[src/hdl/smcf_pkg.sv]
// Shared constants, enumerations and carrier structs of the serial memory command front end
package smcf_pkg;

	// ============================================================
	// Opcodes, shifted in most significant bit first
	localparam logic [7:0] SMCF_OP_LATCH_SET = 8'h06; // latch_set_cmd
	localparam logic [7:0] SMCF_OP_LATCH_CLR = 8'h04; // latch_clear_cmd
	localparam logic [7:0] SMCF_OP_STAT_RD = 8'h05; // status_read_cmd
	localparam logic [7:0] SMCF_OP_STAT_WR = 8'h01; // status_write_cmd
	localparam logic [7:0] SMCF_OP_MEM_RD = 8'h03; // Memory read
	localparam logic [7:0] SMCF_OP_FAST_RD = 8'h0B; // fast_read_cmd
	localparam logic [7:0] SMCF_OP_MEM_WR = 8'h02; // Memory write
	localparam logic [7:0] SMCF_OP_SLEEP = 8'hB9; // Sleep entry
	localparam logic [7:0] SMCF_OP_IDENT = 8'h9F; // ident_read_cmd

	// ============================================================
	// Status register layout and reset values
	localparam int SMCF_SR_WEL_POS = 1; // write_enable_flag position
	localparam int SMCF_SR_BP0_POS = 2; // Block protect low bit
	localparam int SMCF_SR_BP1_POS = 3; // Block protect high bit
	localparam int SMCF_SR_WPEN_POS = 7; // Protect pin enable
	localparam logic [7:0] SMCF_SR_FIXED = 8'h40; // Bit 6 reads one, 5:4 and 0 read zero
	localparam logic [7:0] SMCF_SR_WR_MASK = 8'h8C; // Bits a status write may change
	localparam logic [7:0] SMCF_SR_RESET = 8'h00; // Writable bits after reset
	localparam logic SMCF_WEL_RESET = 1'b0; // Latch cleared after power-up

	// ============================================================
	// Framing counts
	localparam logic [2:0] SMCF_LAST_BIT = 3'h7; // Bit index that completes a byte
	localparam logic [15:0] SMCF_ADDR_RESET = 16'h0000; // Address after reset

	// Phase of a chip-select cycle
	typedef enum logic [2:0] {
		SMCF_IDLE,
		SMCF_OPCODE,
		SMCF_ADDR,
		SMCF_DUMMY,
		SMCF_DATA,
		SMCF_SKIP
	} smcf_phase_e;

	// Command taken in this chip-select cycle
	typedef enum logic [2:0] {
		SMCF_K_NONE,
		SMCF_K_CLR,
		SMCF_K_SRD,
		SMCF_K_SWR,
		SMCF_K_RD,
		SMCF_K_FRD,
		SMCF_K_WR,
		SMCF_K_ID
	} smcf_kind_e;

	// Request toward the memory array and identity source
	typedef struct packed {
		logic rd; // Fetch a byte at addr
		logic wr; // Store wdata at addr
		logic id; // Fetch the next identity byte
		logic [15:0] addr; // Byte address
		logic [7:0] wdata; // Byte to store
	} smcf_mem_req_s;

	// Whole state of the front end
	typedef struct packed {
		smcf_phase_e phase; // Sequence phase
		smcf_kind_e kind; // Decoded command
		logic mode3; // Clock idled high at selection
		logic armed; // Rising edges may sample
		logic [2:0] bitcnt; // Bit within byte
		logic [7:0] sh_in; // Input shifter
		logic addr_hi_done; // First address byte taken
		logic [15:0] addr; // Running address
		logic [7:0] sh_out; // Output shifter
		logic so_out; // Output bit
		logic so_oe; // Output driven
		logic write_enable_flag; // Write enable latch
		logic [7:0] sr; // Writable status bits
		logic sleep; // Sleep request pulse
		smcf_mem_req_s req; // Memory request
	} smcf_state_s;

endpackage

[src/hdl/smcf_sync.sv]
// Two-stage synchroniser for pin inputs
`timescale 1ns/100ps
module smcf_sync #(
	parameter int W = 1,
	parameter logic [W-1:0] INIT = '0
) (
	input wire logic clk,
	input wire logic nrst,
	input wire logic [W-1:0] d,
	output logic [W-1:0] q
);
	import smcf_pkg::*;

	logic [W-1:0] meta_reg; // First stage, read only by the second

	// ============================================================
	// Two flops in series
	// Both stages reset to the pins' idle levels, so no false edge follows reset
	always_ff @(posedge clk or negedge nrst) begin
		if (!nrst) begin
			meta_reg <= INIT;
			q <= INIT;
		end else begin
			meta_reg <= d;
			q <= meta_reg;
		end
	end
endmodule

[src/hdl/smcf_edge.sv]
// Edge finder for synchronised levels
`timescale 1ns/100ps
module smcf_edge #(
	parameter int W = 1,
	parameter logic [W-1:0] INIT = '0
) (
	input wire logic clk,
	input wire logic nrst,
	input wire logic [W-1:0] lvl,
	output logic [W-1:0] rise,
	output logic [W-1:0] fall
);
	import smcf_pkg::*;

	logic [W-1:0] prev_reg; // Level one cycle ago

	// ============================================================
	// Remember the previous level
	always_ff @(posedge clk or negedge nrst) begin
		if (!nrst) begin
			prev_reg <= INIT;
		end else begin
			prev_reg <= lvl;
		end
	end

	// One-cycle pulses on each change
	assign rise = lvl & ~prev_reg;
	assign fall = ~lvl & prev_reg;
endmodule

[src/hdl/smcf_frontend.sv]
// SPI slave command front end of a serial nonvolatile byte memory
`timescale 1ns/100ps
import smcf_pkg::*;

// Function
// - Sample on SCK rise, change output on fall
// - SCK level at select picks mode 0/3
// - Mode 3 samples after first clock toggle
// - First byte after select is opcode
// - One opcode per chip-select low period
// - Deselected: ignore input, output tristated
// - All bytes shift most significant first
// - Memory access takes sixteen-bit address
// - Invalid opcode: ignore rest, output tristated
// - Decode latch set and clear opcodes
// - Decode read, fast read, write opcodes
// - Decode status read and write opcodes
// - Decode sleep and identification opcodes
// - Latch cleared after reset, writes refused
// - Latch set command sets visible flag
// - Status write data never alters the flag
// - Chip-select rise clears latch after writes
// - Each write completes within its transfer
// - Holds an eight-bit status register
// - Flag appears at status bit one
module smcf_frontend (
	input wire logic clk,
	input wire logic nrst,
	input wire logic cs_n,
	input wire logic sck,
	input wire logic si,
	output logic so_out,
	output logic so_oe,
	output smcf_pkg::smcf_mem_req_s mem_req,
	input wire logic [7:0] rd_data,
	output logic sleep_req,
	output logic [7:0] status_byte
);
	import smcf_pkg::*;

	// ============================================================
	// Pin synchronisation and edge finding
	logic cs_n_s; // Synchronised chip select
	logic sck_s; // Synchronised serial clock
	logic si_s; // Synchronised serial input
	logic cs_rise; // Deselect pulse
	logic cs_fall; // Select pulse
	logic sck_rise; // Sampling edge pulse
	logic sck_fall; // Output edge pulse

	// Chip select idles high, so its stages reset high; clock and data reset low
	smcf_sync #(.W(3), .INIT(3'b100)) u_sync (
		.clk(clk),
		.nrst(nrst),
		.d({cs_n, sck, si}),
		.q({cs_n_s, sck_s, si_s})
	);

	smcf_edge #(.W(2), .INIT(2'b10)) u_edge (
		.clk(clk),
		.nrst(nrst),
		.lvl({cs_n_s, sck_s}),
		.rise({cs_rise, sck_rise}),
		.fall({cs_fall, sck_fall})
	);

	// ============================================================
	// State
	smcf_state_s st_reg; // Registered state
	smcf_state_s st_next; // Next state
	logic [7:0] sh_cat; // Input shifter with the new bit
	logic [7:0] out_src; // Byte to load into the output shifter
	logic is_read_kind; // Command drives the output

	// Visible status byte: fixed bits, writable bits and the latch
	always_comb begin
		status_byte = SMCF_SR_FIXED | (st_reg.sr & SMCF_SR_WR_MASK);
		status_byte[SMCF_SR_WEL_POS] = st_reg.write_enable_flag;
	end

	// Most significant bit arrives first, so shift toward the top
	assign sh_cat = {st_reg.sh_in[6:0], si_s};

	// Output source: status byte or fetched data
	assign out_src = (st_reg.kind == SMCF_K_SRD) ? status_byte : rd_data;

	// Commands that answer on the output
	assign is_read_kind = (st_reg.kind == SMCF_K_SRD) || (st_reg.kind == SMCF_K_RD) ||
		(st_reg.kind == SMCF_K_FRD) || (st_reg.kind == SMCF_K_ID);

	// ============================================================
	// Next-state logic
	always_comb begin
		st_next = st_reg;
		// Request and sleep strobes last one cycle
		st_next.req.rd = 1'b0;
		st_next.req.wr = 1'b0;
		st_next.req.id = 1'b0;
		st_next.sleep = 1'b0;
		if (cs_fall) begin
			// New selection: opcode expected, mode from clock level
			st_next.phase = SMCF_OPCODE;
			st_next.kind = SMCF_K_NONE;
			st_next.mode3 = sck_s;
			st_next.armed = ~sck_s;
			st_next.bitcnt = 3'h0;
			st_next.addr_hi_done = 1'b0;
			st_next.so_oe = 1'b0;
		end else if (cs_rise || cs_n_s) begin
			// Deselected: drop the sequence and float the output
			st_next.phase = SMCF_IDLE;
			st_next.so_oe = 1'b0;
			if (cs_rise && ((st_reg.kind == SMCF_K_CLR) || (st_reg.kind == SMCF_K_SWR) ||
				(st_reg.kind == SMCF_K_WR))) begin
				st_next.write_enable_flag = 1'b0;
			end
			if (cs_rise) begin
				st_next.kind = SMCF_K_NONE;
			end
		end else if (sck_fall) begin
			// Output edge; in mode 3 the first fall arms sampling
			st_next.armed = 1'b1;
			if ((st_reg.phase == SMCF_DATA) && is_read_kind) begin
				if (st_reg.bitcnt == 3'h0) begin
					// Byte boundary: load a fresh byte
					st_next.so_out = out_src[7];
					st_next.sh_out = {out_src[6:0], 1'b0};
					st_next.so_oe = 1'b1;
				end else begin
					st_next.so_out = st_reg.sh_out[7];
					st_next.sh_out = {st_reg.sh_out[6:0], 1'b0};
				end
			end
		end else if (sck_rise && st_reg.armed) begin
			// Sampling edge
			st_next.sh_in = sh_cat;
			st_next.bitcnt = st_reg.bitcnt + 3'h1;
			case (st_reg.phase)
				SMCF_OPCODE: begin
					if (st_reg.bitcnt == SMCF_LAST_BIT) begin
						// Decode once; later bytes never reach here again
						st_next.phase = SMCF_SKIP;
						case (sh_cat)
							SMCF_OP_LATCH_SET: begin
								st_next.write_enable_flag = 1'b1;
							end
							SMCF_OP_LATCH_CLR: begin
								st_next.kind = SMCF_K_CLR;
							end
							SMCF_OP_STAT_RD: begin
								st_next.kind = SMCF_K_SRD;
								st_next.phase = SMCF_DATA;
							end
							SMCF_OP_STAT_WR: begin
								st_next.kind = SMCF_K_SWR;
								st_next.phase = SMCF_DATA;
							end
							SMCF_OP_MEM_RD: begin
								st_next.kind = SMCF_K_RD;
								st_next.phase = SMCF_ADDR;
							end
							SMCF_OP_FAST_RD: begin
								st_next.kind = SMCF_K_FRD;
								st_next.phase = SMCF_ADDR;
							end
							SMCF_OP_MEM_WR: begin
								st_next.kind = SMCF_K_WR;
								st_next.phase = SMCF_ADDR;
							end
							SMCF_OP_SLEEP: begin
								st_next.sleep = 1'b1;
							end
							SMCF_OP_IDENT: begin
								st_next.kind = SMCF_K_ID;
								st_next.phase = SMCF_DATA;
								st_next.req.id = 1'b1;
							end
							default: begin
								// Unknown opcode: nothing more this selection
								st_next.kind = SMCF_K_NONE;
							end
						endcase
					end
				end
				SMCF_ADDR: begin
					// Two address bytes, high first
					st_next.addr = {st_reg.addr[14:0], si_s};
					if (st_reg.bitcnt == SMCF_LAST_BIT) begin
						st_next.addr_hi_done = 1'b1;
						if (st_reg.addr_hi_done) begin
							if (st_reg.kind == SMCF_K_FRD) begin
								st_next.phase = SMCF_DUMMY;
							end else begin
								st_next.phase = SMCF_DATA;
								st_next.req.rd = (st_reg.kind == SMCF_K_RD);
								st_next.req.addr = {st_reg.addr[14:0], si_s};
							end
						end
					end
				end
				SMCF_DUMMY: begin
					// Fast read: one dummy byte before data
					if (st_reg.bitcnt == SMCF_LAST_BIT) begin
						st_next.phase = SMCF_DATA;
						st_next.req.rd = 1'b1;
						st_next.req.addr = st_reg.addr;
					end
				end
				SMCF_DATA: begin
					if (st_reg.bitcnt == SMCF_LAST_BIT) begin
						case (st_reg.kind)
							SMCF_K_SWR: begin
								// Only the writable bits; flag untouched
								if (st_reg.write_enable_flag) begin
									st_next.sr = sh_cat & SMCF_SR_WR_MASK;
								end
								st_next.phase = SMCF_SKIP;
							end
							SMCF_K_WR: begin
								// Store immediately, no busy time
								st_next.req.wr = st_reg.write_enable_flag;
								st_next.req.addr = st_reg.addr;
								st_next.req.wdata = sh_cat;
								st_next.addr = st_reg.addr + 16'h0001;
							end
							SMCF_K_RD, SMCF_K_FRD: begin
								// Prefetch the next sequential byte
								st_next.addr = st_reg.addr + 16'h0001;
								st_next.req.rd = 1'b1;
								st_next.req.addr = st_reg.addr + 16'h0001;
							end
							SMCF_K_ID: begin
								st_next.req.id = 1'b1;
							end
							default: begin
								st_next.phase = st_reg.phase;
							end
						endcase
					end
				end
				default: begin
					// Idle or skipping: input ignored
					st_next.phase = st_reg.phase;
				end
			endcase
		end
	end

	// ============================================================
	// State register
	always_ff @(posedge clk or negedge nrst) begin
		if (!nrst) begin
			st_reg <= '{
				phase: SMCF_IDLE,
				kind: SMCF_K_NONE,
				mode3: 1'b0,
				armed: 1'b0,
				bitcnt: 3'h0,
				sh_in: 8'h00,
				addr_hi_done: 1'b0,
				addr: SMCF_ADDR_RESET,
				sh_out: 8'h00,
				so_out: 1'b0,
				so_oe: 1'b0,
				write_enable_flag: SMCF_WEL_RESET,
				sr: SMCF_SR_RESET,
				sleep: 1'b0,
				req: '0
			};
		end else begin
			st_reg <= st_next;
		end
	end

	// Outputs straight from flops
	assign so_out = st_reg.so_out;
	assign so_oe = st_reg.so_oe;
	assign mem_req = st_reg.req;
	assign sleep_req = st_reg.sleep;

	// ============================================================
	// Checks
	so_float_a: assert property (@(posedge clk) disable iff (!nrst)
		cs_n_s && !cs_fall |=> !so_oe)
		else $error("Output driven while deselected");

	skip_float_a: assert property (@(posedge clk) disable iff (!nrst)
		(st_reg.phase == SMCF_SKIP) && (st_reg.kind == SMCF_K_NONE) |-> !so_oe)
		else $error("Output driven after unusable opcode");

	mode_pick_a: assert property (@(posedge clk) disable iff (!nrst)
		cs_fall |=> (st_reg.mode3 == $past(sck_s)) && (st_reg.phase == SMCF_OPCODE))
		else $error("Mode not taken from clock level at select");

	out_edge_a: assert property (@(posedge clk) disable iff (!nrst)
		$changed(so_out) |-> $past(sck_fall))
		else $error("Output changed away from a falling clock edge");

	wel_set_a: assert property (@(posedge clk) disable iff (!nrst)
		sck_rise && st_reg.armed && !cs_n_s && !cs_fall && (st_reg.phase == SMCF_OPCODE) &&
		(st_reg.bitcnt == SMCF_LAST_BIT) && (sh_cat == SMCF_OP_LATCH_SET)
		|=> st_reg.write_enable_flag && status_byte[1])
		else $error("Latch set command did not raise the flag");

	wel_clear_a: assert property (@(posedge clk) disable iff (!nrst)
		cs_rise && ((st_reg.kind == SMCF_K_CLR) || (st_reg.kind == SMCF_K_WR) ||
		(st_reg.kind == SMCF_K_SWR)) |=> !st_reg.write_enable_flag [*2])
		else $error("Latch not cleared at deselect after write");

	wel_only_set_a: assert property (@(posedge clk) disable iff (!nrst)
		$rose(st_reg.write_enable_flag) |-> $past(sck_rise) && ($past(sh_cat) == SMCF_OP_LATCH_SET))
		else $error("Flag rose without latch set command");

	wr_gate_a: assert property (@(posedge clk) disable iff (!nrst)
		mem_req.wr |-> $past(st_reg.write_enable_flag))
		else $error("Memory write issued with latch clear");

	one_opcode_a: assert property (@(posedge clk) disable iff (!nrst)
		(st_reg.phase != SMCF_OPCODE) && !cs_fall |=> st_reg.phase != SMCF_OPCODE)
		else $error("Second opcode phase within one selection");

	status_fixed_a: assert property (@(posedge clk) disable iff (!nrst)
		status_byte[6] && !status_byte[0] && (status_byte[5:4] == 2'b00))
		else $error("Fixed status bits wrong");

	addr_two_a: assert property (@(posedge clk) disable iff (!nrst)
		$rose(mem_req.rd) && (st_reg.kind == SMCF_K_RD) && $past(st_reg.phase == SMCF_ADDR)
		|-> $past(st_reg.addr_hi_done))
		else $error("Read issued before both address bytes");

	// Ignored opcodes and finished commands never reach the memory
	skip_quiet_a: assert property (@(posedge clk) disable iff (!nrst)
		(st_reg.phase == SMCF_SKIP) |-> !mem_req.rd && !mem_req.wr && !mem_req.id)
		else $error("Memory request after an ignored opcode");

	// The output is only driven while a reading command runs
	oe_read_only_a: assert property (@(posedge clk) disable iff (!nrst)
		so_oe |-> is_read_kind)
		else $error("Output driven outside a read command");

	// Sleep strobe only follows a completed sleep opcode
	sleep_src_a: assert property (@(posedge clk) disable iff (!nrst)
		sleep_req |-> $past(st_reg.phase == SMCF_OPCODE) && ($past(sh_cat) == SMCF_OP_SLEEP))
		else $error("Sleep request without sleep opcode");

	// Stores happen only inside the data phase of a memory write
	wr_kind_a: assert property (@(posedge clk) disable iff (!nrst)
		mem_req.wr |-> (st_reg.kind == SMCF_K_WR) && (st_reg.phase == SMCF_DATA))
		else $error("Store outside a memory write data phase");
endmodule

[config.mk]
export PLATFORM = sky130hd
export DESIGN_NAME = smcf_frontend
export DESIGN_NICKNAME = d
export VERILOG_FILES = /design/src/hdl/smcf_pkg.sv /design/src/hdl/smcf_sync.sv /design/src/hdl/smcf_edge.sv /design/src/hdl/smcf_frontend.sv
export SDC_FILE = /design/constraint.sdc
export NUM_CORES = 1
export LEC_CHECK = 0
export ABC_AREA = 1
export BUFFER_PORTS_ARGS = -buffer_cell sky130_fd_sc_hd__clkbuf_2
export CAP_MARGIN = 10
export CORE_MARGIN = 4
export CORE_UTILIZATION = 64
export CTS_CLUSTER_DIAMETER = 80
export DETAILED_ROUTE_END_ITERATION = 10
export GPL_ROUTABILITY_DRIVEN = 0
export PLACE_DENSITY_LB_ADDON = 0.2
export SYNTH_ARGS = -nofsm -noshare
export SYNTH_HDL_FRONTEND = slang
export SYNTH_SLANG_ARGS = --single-unit
export TNS_END_PERCENT = 100
[constraint.sdc]
create_clock -name clk -period 4.2 [get_ports clk]
set_input_delay 0.21 -clock clk [delete_from_list [all_inputs] [get_ports clk]]
set_output_delay 0.21 -clock clk [all_outputs]
set_load 0.01 [all_outputs]
Yosys cells after proc, flatten, opt, wreduce, memory -nomap -nowiden:

Cells that the tools add are included.

* add/subtract/negate cells: 2
* equality and inequality tests: 41
* mux-type cells: 70
* bitwise operators: 8
* reduce and logical (&&, ||, !) cells: 45

Operators with widths (number)
* 28-bit 2-to-1 mux: 4
* 16-bit 2-to-1 mux: 6
* 37-bit 2-to-1 mux: 2
* 16-bit case mux with 2 select lines: 2
* 8-bit 2-to-1 mux: 7
* 16-bit case mux with 3 select lines: 1
* 38-bit 2-to-1 mux: 1
* 6-bit 2-to-1 mux: 5
* 27-bit 2-to-1 mux: 1
* 8-bit by 3-bit equality test with 1-bit output (second input constant): 3
* 3-bit 2-to-1 mux: 8
* 3-bit case mux with 8 select lines: 1
* 1-bit 2-to-1 mux: 23
* 7-bit AND reduction: 3
* 3-bit nonzero test: 7
* 10-bit 2-to-1 mux: 2
* 4-bit by 3-bit != test with 1-bit output (second input constant): 5
* 3-bit equality test (second input constant): 6
* 2-bit nonzero test: 9
* 16-bit by 1-bit adder with 16-bit output (second input constant): 1
* 8-bit by 2-bit equality test with 1-bit output (second input constant): 2
* 8-bit equality test (second input constant): 2
* 3-bit by 2-bit equality test with 1-bit output (second input constant): 4
* 2-bit != test (second input constant): 6
* 32 further kinds: 55

* register bits after elaboration: 85
* input bits: 13
* output and inout bits: 38

Logic depth before layout (Yosys ltp):

* word-level depth: 9
* mapped depth: 11

Modules after synthesis:

A second synthesis with hierarchy kept.

* cells, all modules: 712
* area, all modules: 5206.2 um2

Modules (own cells, without submodules)
* smcf_frontend: times used 1, cells an instance 696, area an instance 4972.3 um2, sequential area each 1876.8 um2
* smcf_sync: times used 1, cells an instance 6, area an instance 152.6 um2, sequential area each 152.6 um2
* smcf_edge: times used 1, cells an instance 10, area an instance 81.3 um2, sequential area each 51.3 um2

Least setup slack after synthesis:

Ideal clock, no wire load.

* path kind: register to register
* start: register st_reg[72] (netlist name)
* end: register st_reg (netlist bit mem_req[21])
* setup time: 122 ps
* arrival: 1483 ps
* data required time: 4078 ps
* slack: 2596 ps
* stages on the path, launching flop included: 11
* period minus slack after synthesis: 1604 ps
* cells stage by stage: dfrtp_1 ha_1 ha_1 inv_1 nor2_1 nand2_1 nor2_1 nand2_2 buf_6 nor2_1 a21oi_1

* word-level cells in the longest chain between the ends: 3
* elaborated cells on any way between the ends: 5
* those cells by class: eq/ne: 4; reduce/logical: 1

Ends and longest elaborated chain
* start, declared: line smcf_frontend.sv:69 `smcf_state_s st_reg;`
* start signal, assigned: line smcf_frontend.sv:253 `st_reg <= '{`
* start signal, assigned: line smcf_frontend.sv:271 `st_reg <= st_next;`
* 3-bit equality test *: line smcf_frontend.sv:188, smcf_frontend.sv:203, smcf_frontend.sv:210
* 2-bit != test (no line) or 2-bit by 1-bit != test with 1-bit output (tied branches)
* 11-bit AND reduction (no line) *

Every way passes the cells marked *; elsewhere a longest branch is shown, timed or not.
A chain may end at the register's enable or synchronous reset.

Final worst setup path:

* start: register u_sync.q[2]
* end: register st_reg (netlist bit mem_req[5])

* word-level cells in the longest chain between the ends: 4
* elaborated cells on any way between the ends: 7
* those cells by class: bitwise: 5; reduce/logical: 2

Ends and longest elaborated chain
* start, declared: line smcf_sync.sv:10 `output logic [W-1:0] q`
* start signal, assigned: line smcf_sync.sv:25 `q <= meta_reg;`
* 2-bit bitwise AND or 2-bit NOT (tied branches): line smcf_edge.sv:28, smcf_edge.sv:29
* 1-bit logical OR or 2-bit bitwise AND (tied branches): line smcf_frontend.sv:109, smcf_edge.sv:29
* 1-bit NOT (no line)
* 7-bit AND reduction (no line) *

Marks and branches as above.

==> impl_metrics.xml <==
<?xml version="1.0" encoding="UTF-8"?>
<metrics>
  <group name="setup_path">
    <metric name="setup.worst_path.start" unit="">u_sync.q[2]</metric>
    <metric name="worst-path-max-fanout" unit="">18</metric>
    <metric name="setup.reg_to_reg.worst_slack" unit="ns">1.94</metric>
    <metric name="crit_end" unit="">mem_req[5]</metric>
    <metric name="r2r-end" unit="">mem_req[5]</metric>
    <metric name="critical_path_class" unit="">flop to flop</metric>
    <metric name="worst-endpoint-required" unit="ns">4.43</metric>
    <metric name="critical_path_arrival" unit="ns">2.49</metric>
    <metric name="end_kind" unit="">flop</metric>
    <metric name="crit_path_start_kind" unit="">flop</metric>
    <metric name="timing.rr.start" unit="">u_sync.q[2]</metric>
    <metric name="reg2regPathDepth" unit="">6</metric>
  </group>
  <group name="drt">
    <metric name="iteration_count_of_the_initial_detailed_routing_pass" unit="">5</metric>
    <metric name="remaining_drc_errors" unit="">0</metric>
    <metric name="route.antenna.remaining_nets" unit="">0</metric>
    <metric name="viasPerCell" unit="">5.60</metric>
    <metric name="detail_route.wirelength" unit="um">12200</metric>
    <metric name="vias" unit="">4757</metric>
    <metric name="wl_per_cell" unit="um">14.3</metric>
    <metric name="drt_iter0_markers" unit="">327</metric>
  </group>
  <group name="floorplan">
    <metric name="die-area" unit="um^2">9500</metric>
    <metric name="initial_core_util" unit="">0.659</metric>
    <metric name="fp.dieH" unit="um">97.5</metric>
    <metric name="core_area" unit="um^2">7770</metric>
    <metric name="io-pin-count" unit="">51</metric>
    <metric name="die_width" unit="um">97.5</metric>
    <metric name="floorplan.rows" unit="">32</metric>
  </group>
  <group name="cells_and_area">
    <metric name="flow.area_growth_from_synthesis" unit="%">3.57</metric>
    <metric name="largest_register_ff_count" unit="">34</metric>
    <metric name="layout.cells.non_filler" unit="">849</metric>
    <metric name="nNetsFinal" unit="">759</metric>
    <metric name="mostFrequentLayoutCell" unit="">nand2_1</metric>
    <metric name="final_layout_size_suffix_gt1_frac" unit="">0.112</metric>
    <metric name="mostFrequentLayoutCells" unit="">nand2_1 (222), nor2_1 (97), dfrtp_1 (80)</metric>
    <metric name="diodes" unit="">0</metric>
  </group>
  <group name="status">
    <metric name="result_of_the_run" unit="">finished clean</metric>
  </group>
  <group name="synthesis">
    <metric name="synthesis.area" unit="um^2">5120</metric>
    <metric name="yosysWarnings" unit="">0</metric>
    <metric name="synth_largest_area_cell" unit="">dfrtp_1</metric>
    <metric name="postSynthCellCount" unit="">736</metric>
    <metric name="synth_top_flop_cell" unit="">dfrtp_1</metric>
    <metric name="synth.area.top_cells" unit="">dfrtp_1 (39%), nand2_1 (16%), nor2_1 (7.1%), nand3_1 (6.4%), o21ai_0 (5.6%)</metric>
    <metric name="synth-seq-area-share" unit="">0.406</metric>
    <metric name="synthDistinctLibCells" unit="">34</metric>
    <metric name="area_fraction_of_the_dominant_cell_type_after_synthesis" unit="">0.391</metric>
    <metric name="postSynthRegisterBits" unit="">83</metric>
    <metric name="avgSynthCellArea" unit="um^2">6.96</metric>
    <metric name="synth_edf_count" unit="">0</metric>
    <metric name="synth-async-reset-ratio" unit="">1.00</metric>
  </group>
  <group name="global_routing">
    <metric name="gr-total-overflow" unit="">0</metric>
    <metric name="grt_pass1_vias" unit="">4429</metric>
    <metric name="first_pass_grt_wire_length" unit="um">20400</metric>
    <metric name="grt_start_max_net_pins" unit="">84</metric>
    <metric name="track_usage" unit="">0.259</metric>
    <metric name="antenna_violations_before_repair" unit="">0</metric>
  </group>
  <group name="timing">
    <metric name="finalMaxSlewViolations" unit="">0</metric>
    <metric name="layout_min_cycle_time" unit="ns">2.26</metric>
    <metric name="max_slew.worst_pin.slew" unit="ns">1.03</metric>
    <metric name="worst_slew_margin_rel" unit="">0.311</metric>
    <metric name="final-setup-viol-count" unit="">0</metric>
    <metric name="timing.clock.skew" unit="ns">0.00776</metric>
    <metric name="finalHoldViolCount" unit="">0</metric>
    <metric name="setup-tns-final" unit="ns">0</metric>
    <metric name="grt_setup_unrepaired" unit="">no</metric>
    <metric name="maxClockFrequency" unit="GHz">0.443</metric>
    <metric name="period_share" unit="">0.538</metric>
  </group>
  <group name="clock_tree">
    <metric name="numCtsBuffers" unit="">9</metric>
    <metric name="clk-insertion-delay-late" unit="ns">0.36</metric>
    <metric name="clk_pin_slew" unit="ns">0.08</metric>
    <metric name="cts.sinks" unit="">83</metric>
    <metric name="cts.root.buffer_cell" unit="">clkbuf_8</metric>
    <metric name="tritoncts" unit="">yes</metric>
    <metric name="htree_levels" unit="">3</metric>
    <metric name="cts_buffer_depth" unit="">2</metric>
  </group>
  <group name="place">
    <metric name="placedCellCount" unit="">830</metric>
    <metric name="dp_hpwl" unit="um">8700</metric>
    <metric name="io_buffers" unit="">46</metric>
  </group>
  <group name="pwr">
    <metric name="peakVddDrop" unit="V">0.000207</metric>
    <metric name="cellPowerDensity" unit="nW/um^2">290</metric>
    <metric name="cell_leakage_power" unit="nW">2.57</metric>
  </group>
  <group name="job">
    <metric name="max_cap_check_violation_count" unit="">0</metric>
  </group>
  <group name="hold_path">
    <metric name="hold_class" unit="">input pin to async pin</metric>
  </group>
</metrics>
## final cells by class
cell class | count | area [um^2]
fillers | 675 | 2460
multi-input cells | 528 | 2390
clock buffers | 11 | 131
flip-flops and latches | 83 | 2080
inverters | 70 | 263
well taps | 102 | 128
repair buffers | 50 | 270
clock inverters | 5 | 40.0
## where the power goes
part           switching, W  internal [W]  total [W]
Sequential        0.0000258      0.000818   0.000844
Combinational      0.000130     0.0000488   0.000179
Clock              0.000296      0.000217   0.000513
Total              0.000452       0.00108    0.00154
## metal layers
metal,share of wire,GRT usage,vias to the layer above
met5,0,0,-
met4,0.024,0.115,0
met3,0.068,0.0352,29
met2,0.49,0.434,206
met1,0.41,0.336,2204
li1,-,-,2318
## metrics by stage
stage          hold WS [ns]  total power, W  setup slack, ns   util  cell area, um^2
3_5_place_dp          0.302         0.00103             1.99  0.657             5100
2_1_floorplan       -0.0856        0.000977             2.60      -             5130
4_1_cts              0.0600         0.00154             1.98  0.683             5310
5_1_grt               0.118         0.00161             1.68  0.683             5310
6_report             0.0319         0.00154             1.94  0.683             5310
3_3_place_gp          0.301         0.00102             2.03  0.657             5100
## synthesized netlist by cell type, drive strengths merged, types with 2 or more instances
library cell / instances
nand3: 68
buf: 53
nand4: 15
a21oi: 16
dfrtp: 80
inv: 70
clkbuf: 4
o22ai: 2
o21ai: 71
nor2: 103
o211ai: 2
xor2: 2
dfstp: 3
ha: 4
conb: 2
nor3: 8
nand2: 228
## kinds of logic after synthesis
| kind of cell | share of synthesized area |
|---|---|
| other cells | 0.00147 |
| xor+xnor | 0.00513 |
| buf+inv | 0.128 |
| simple gates | 0.354 |
| flops | 0.406 |
| compound gates | 0.0955 |
| fa+ha+maj | 0.00977 |
## critical path: stages (launching register included)
cell and delay, ns:
dfstp_2 0.41, nor2_1 0.50, nand2_2 0.36, nor2_1 0.29
nand2_1 0.34, nand2_1 0.16, o21ai_1 0.07
## worst min-delay path by stage
stage,from,end,slack (ns),cells after the start
CTS,nrst,mem_req[14],0.06,1
detailed placement,cs_n,u_sync.meta_reg[2],0.30,1
global route,nrst,mem_req[11],0.12,1
global placement,cs_n,u_sync.meta_reg[2],0.30,1
floorplan,nrst,mem_req[0],-0.09,0
finish,nrst,mem_req[12],0.03,1
## what timing repair did
action	CTS	global route
endpoints found under the hold margin	3	0
resized for setup	0	0
setup buffers	0	0
endpoints found under the setup margin	0	0
hold buffers	3	0
Note: power is estimated with default switching activity, not from simulation.
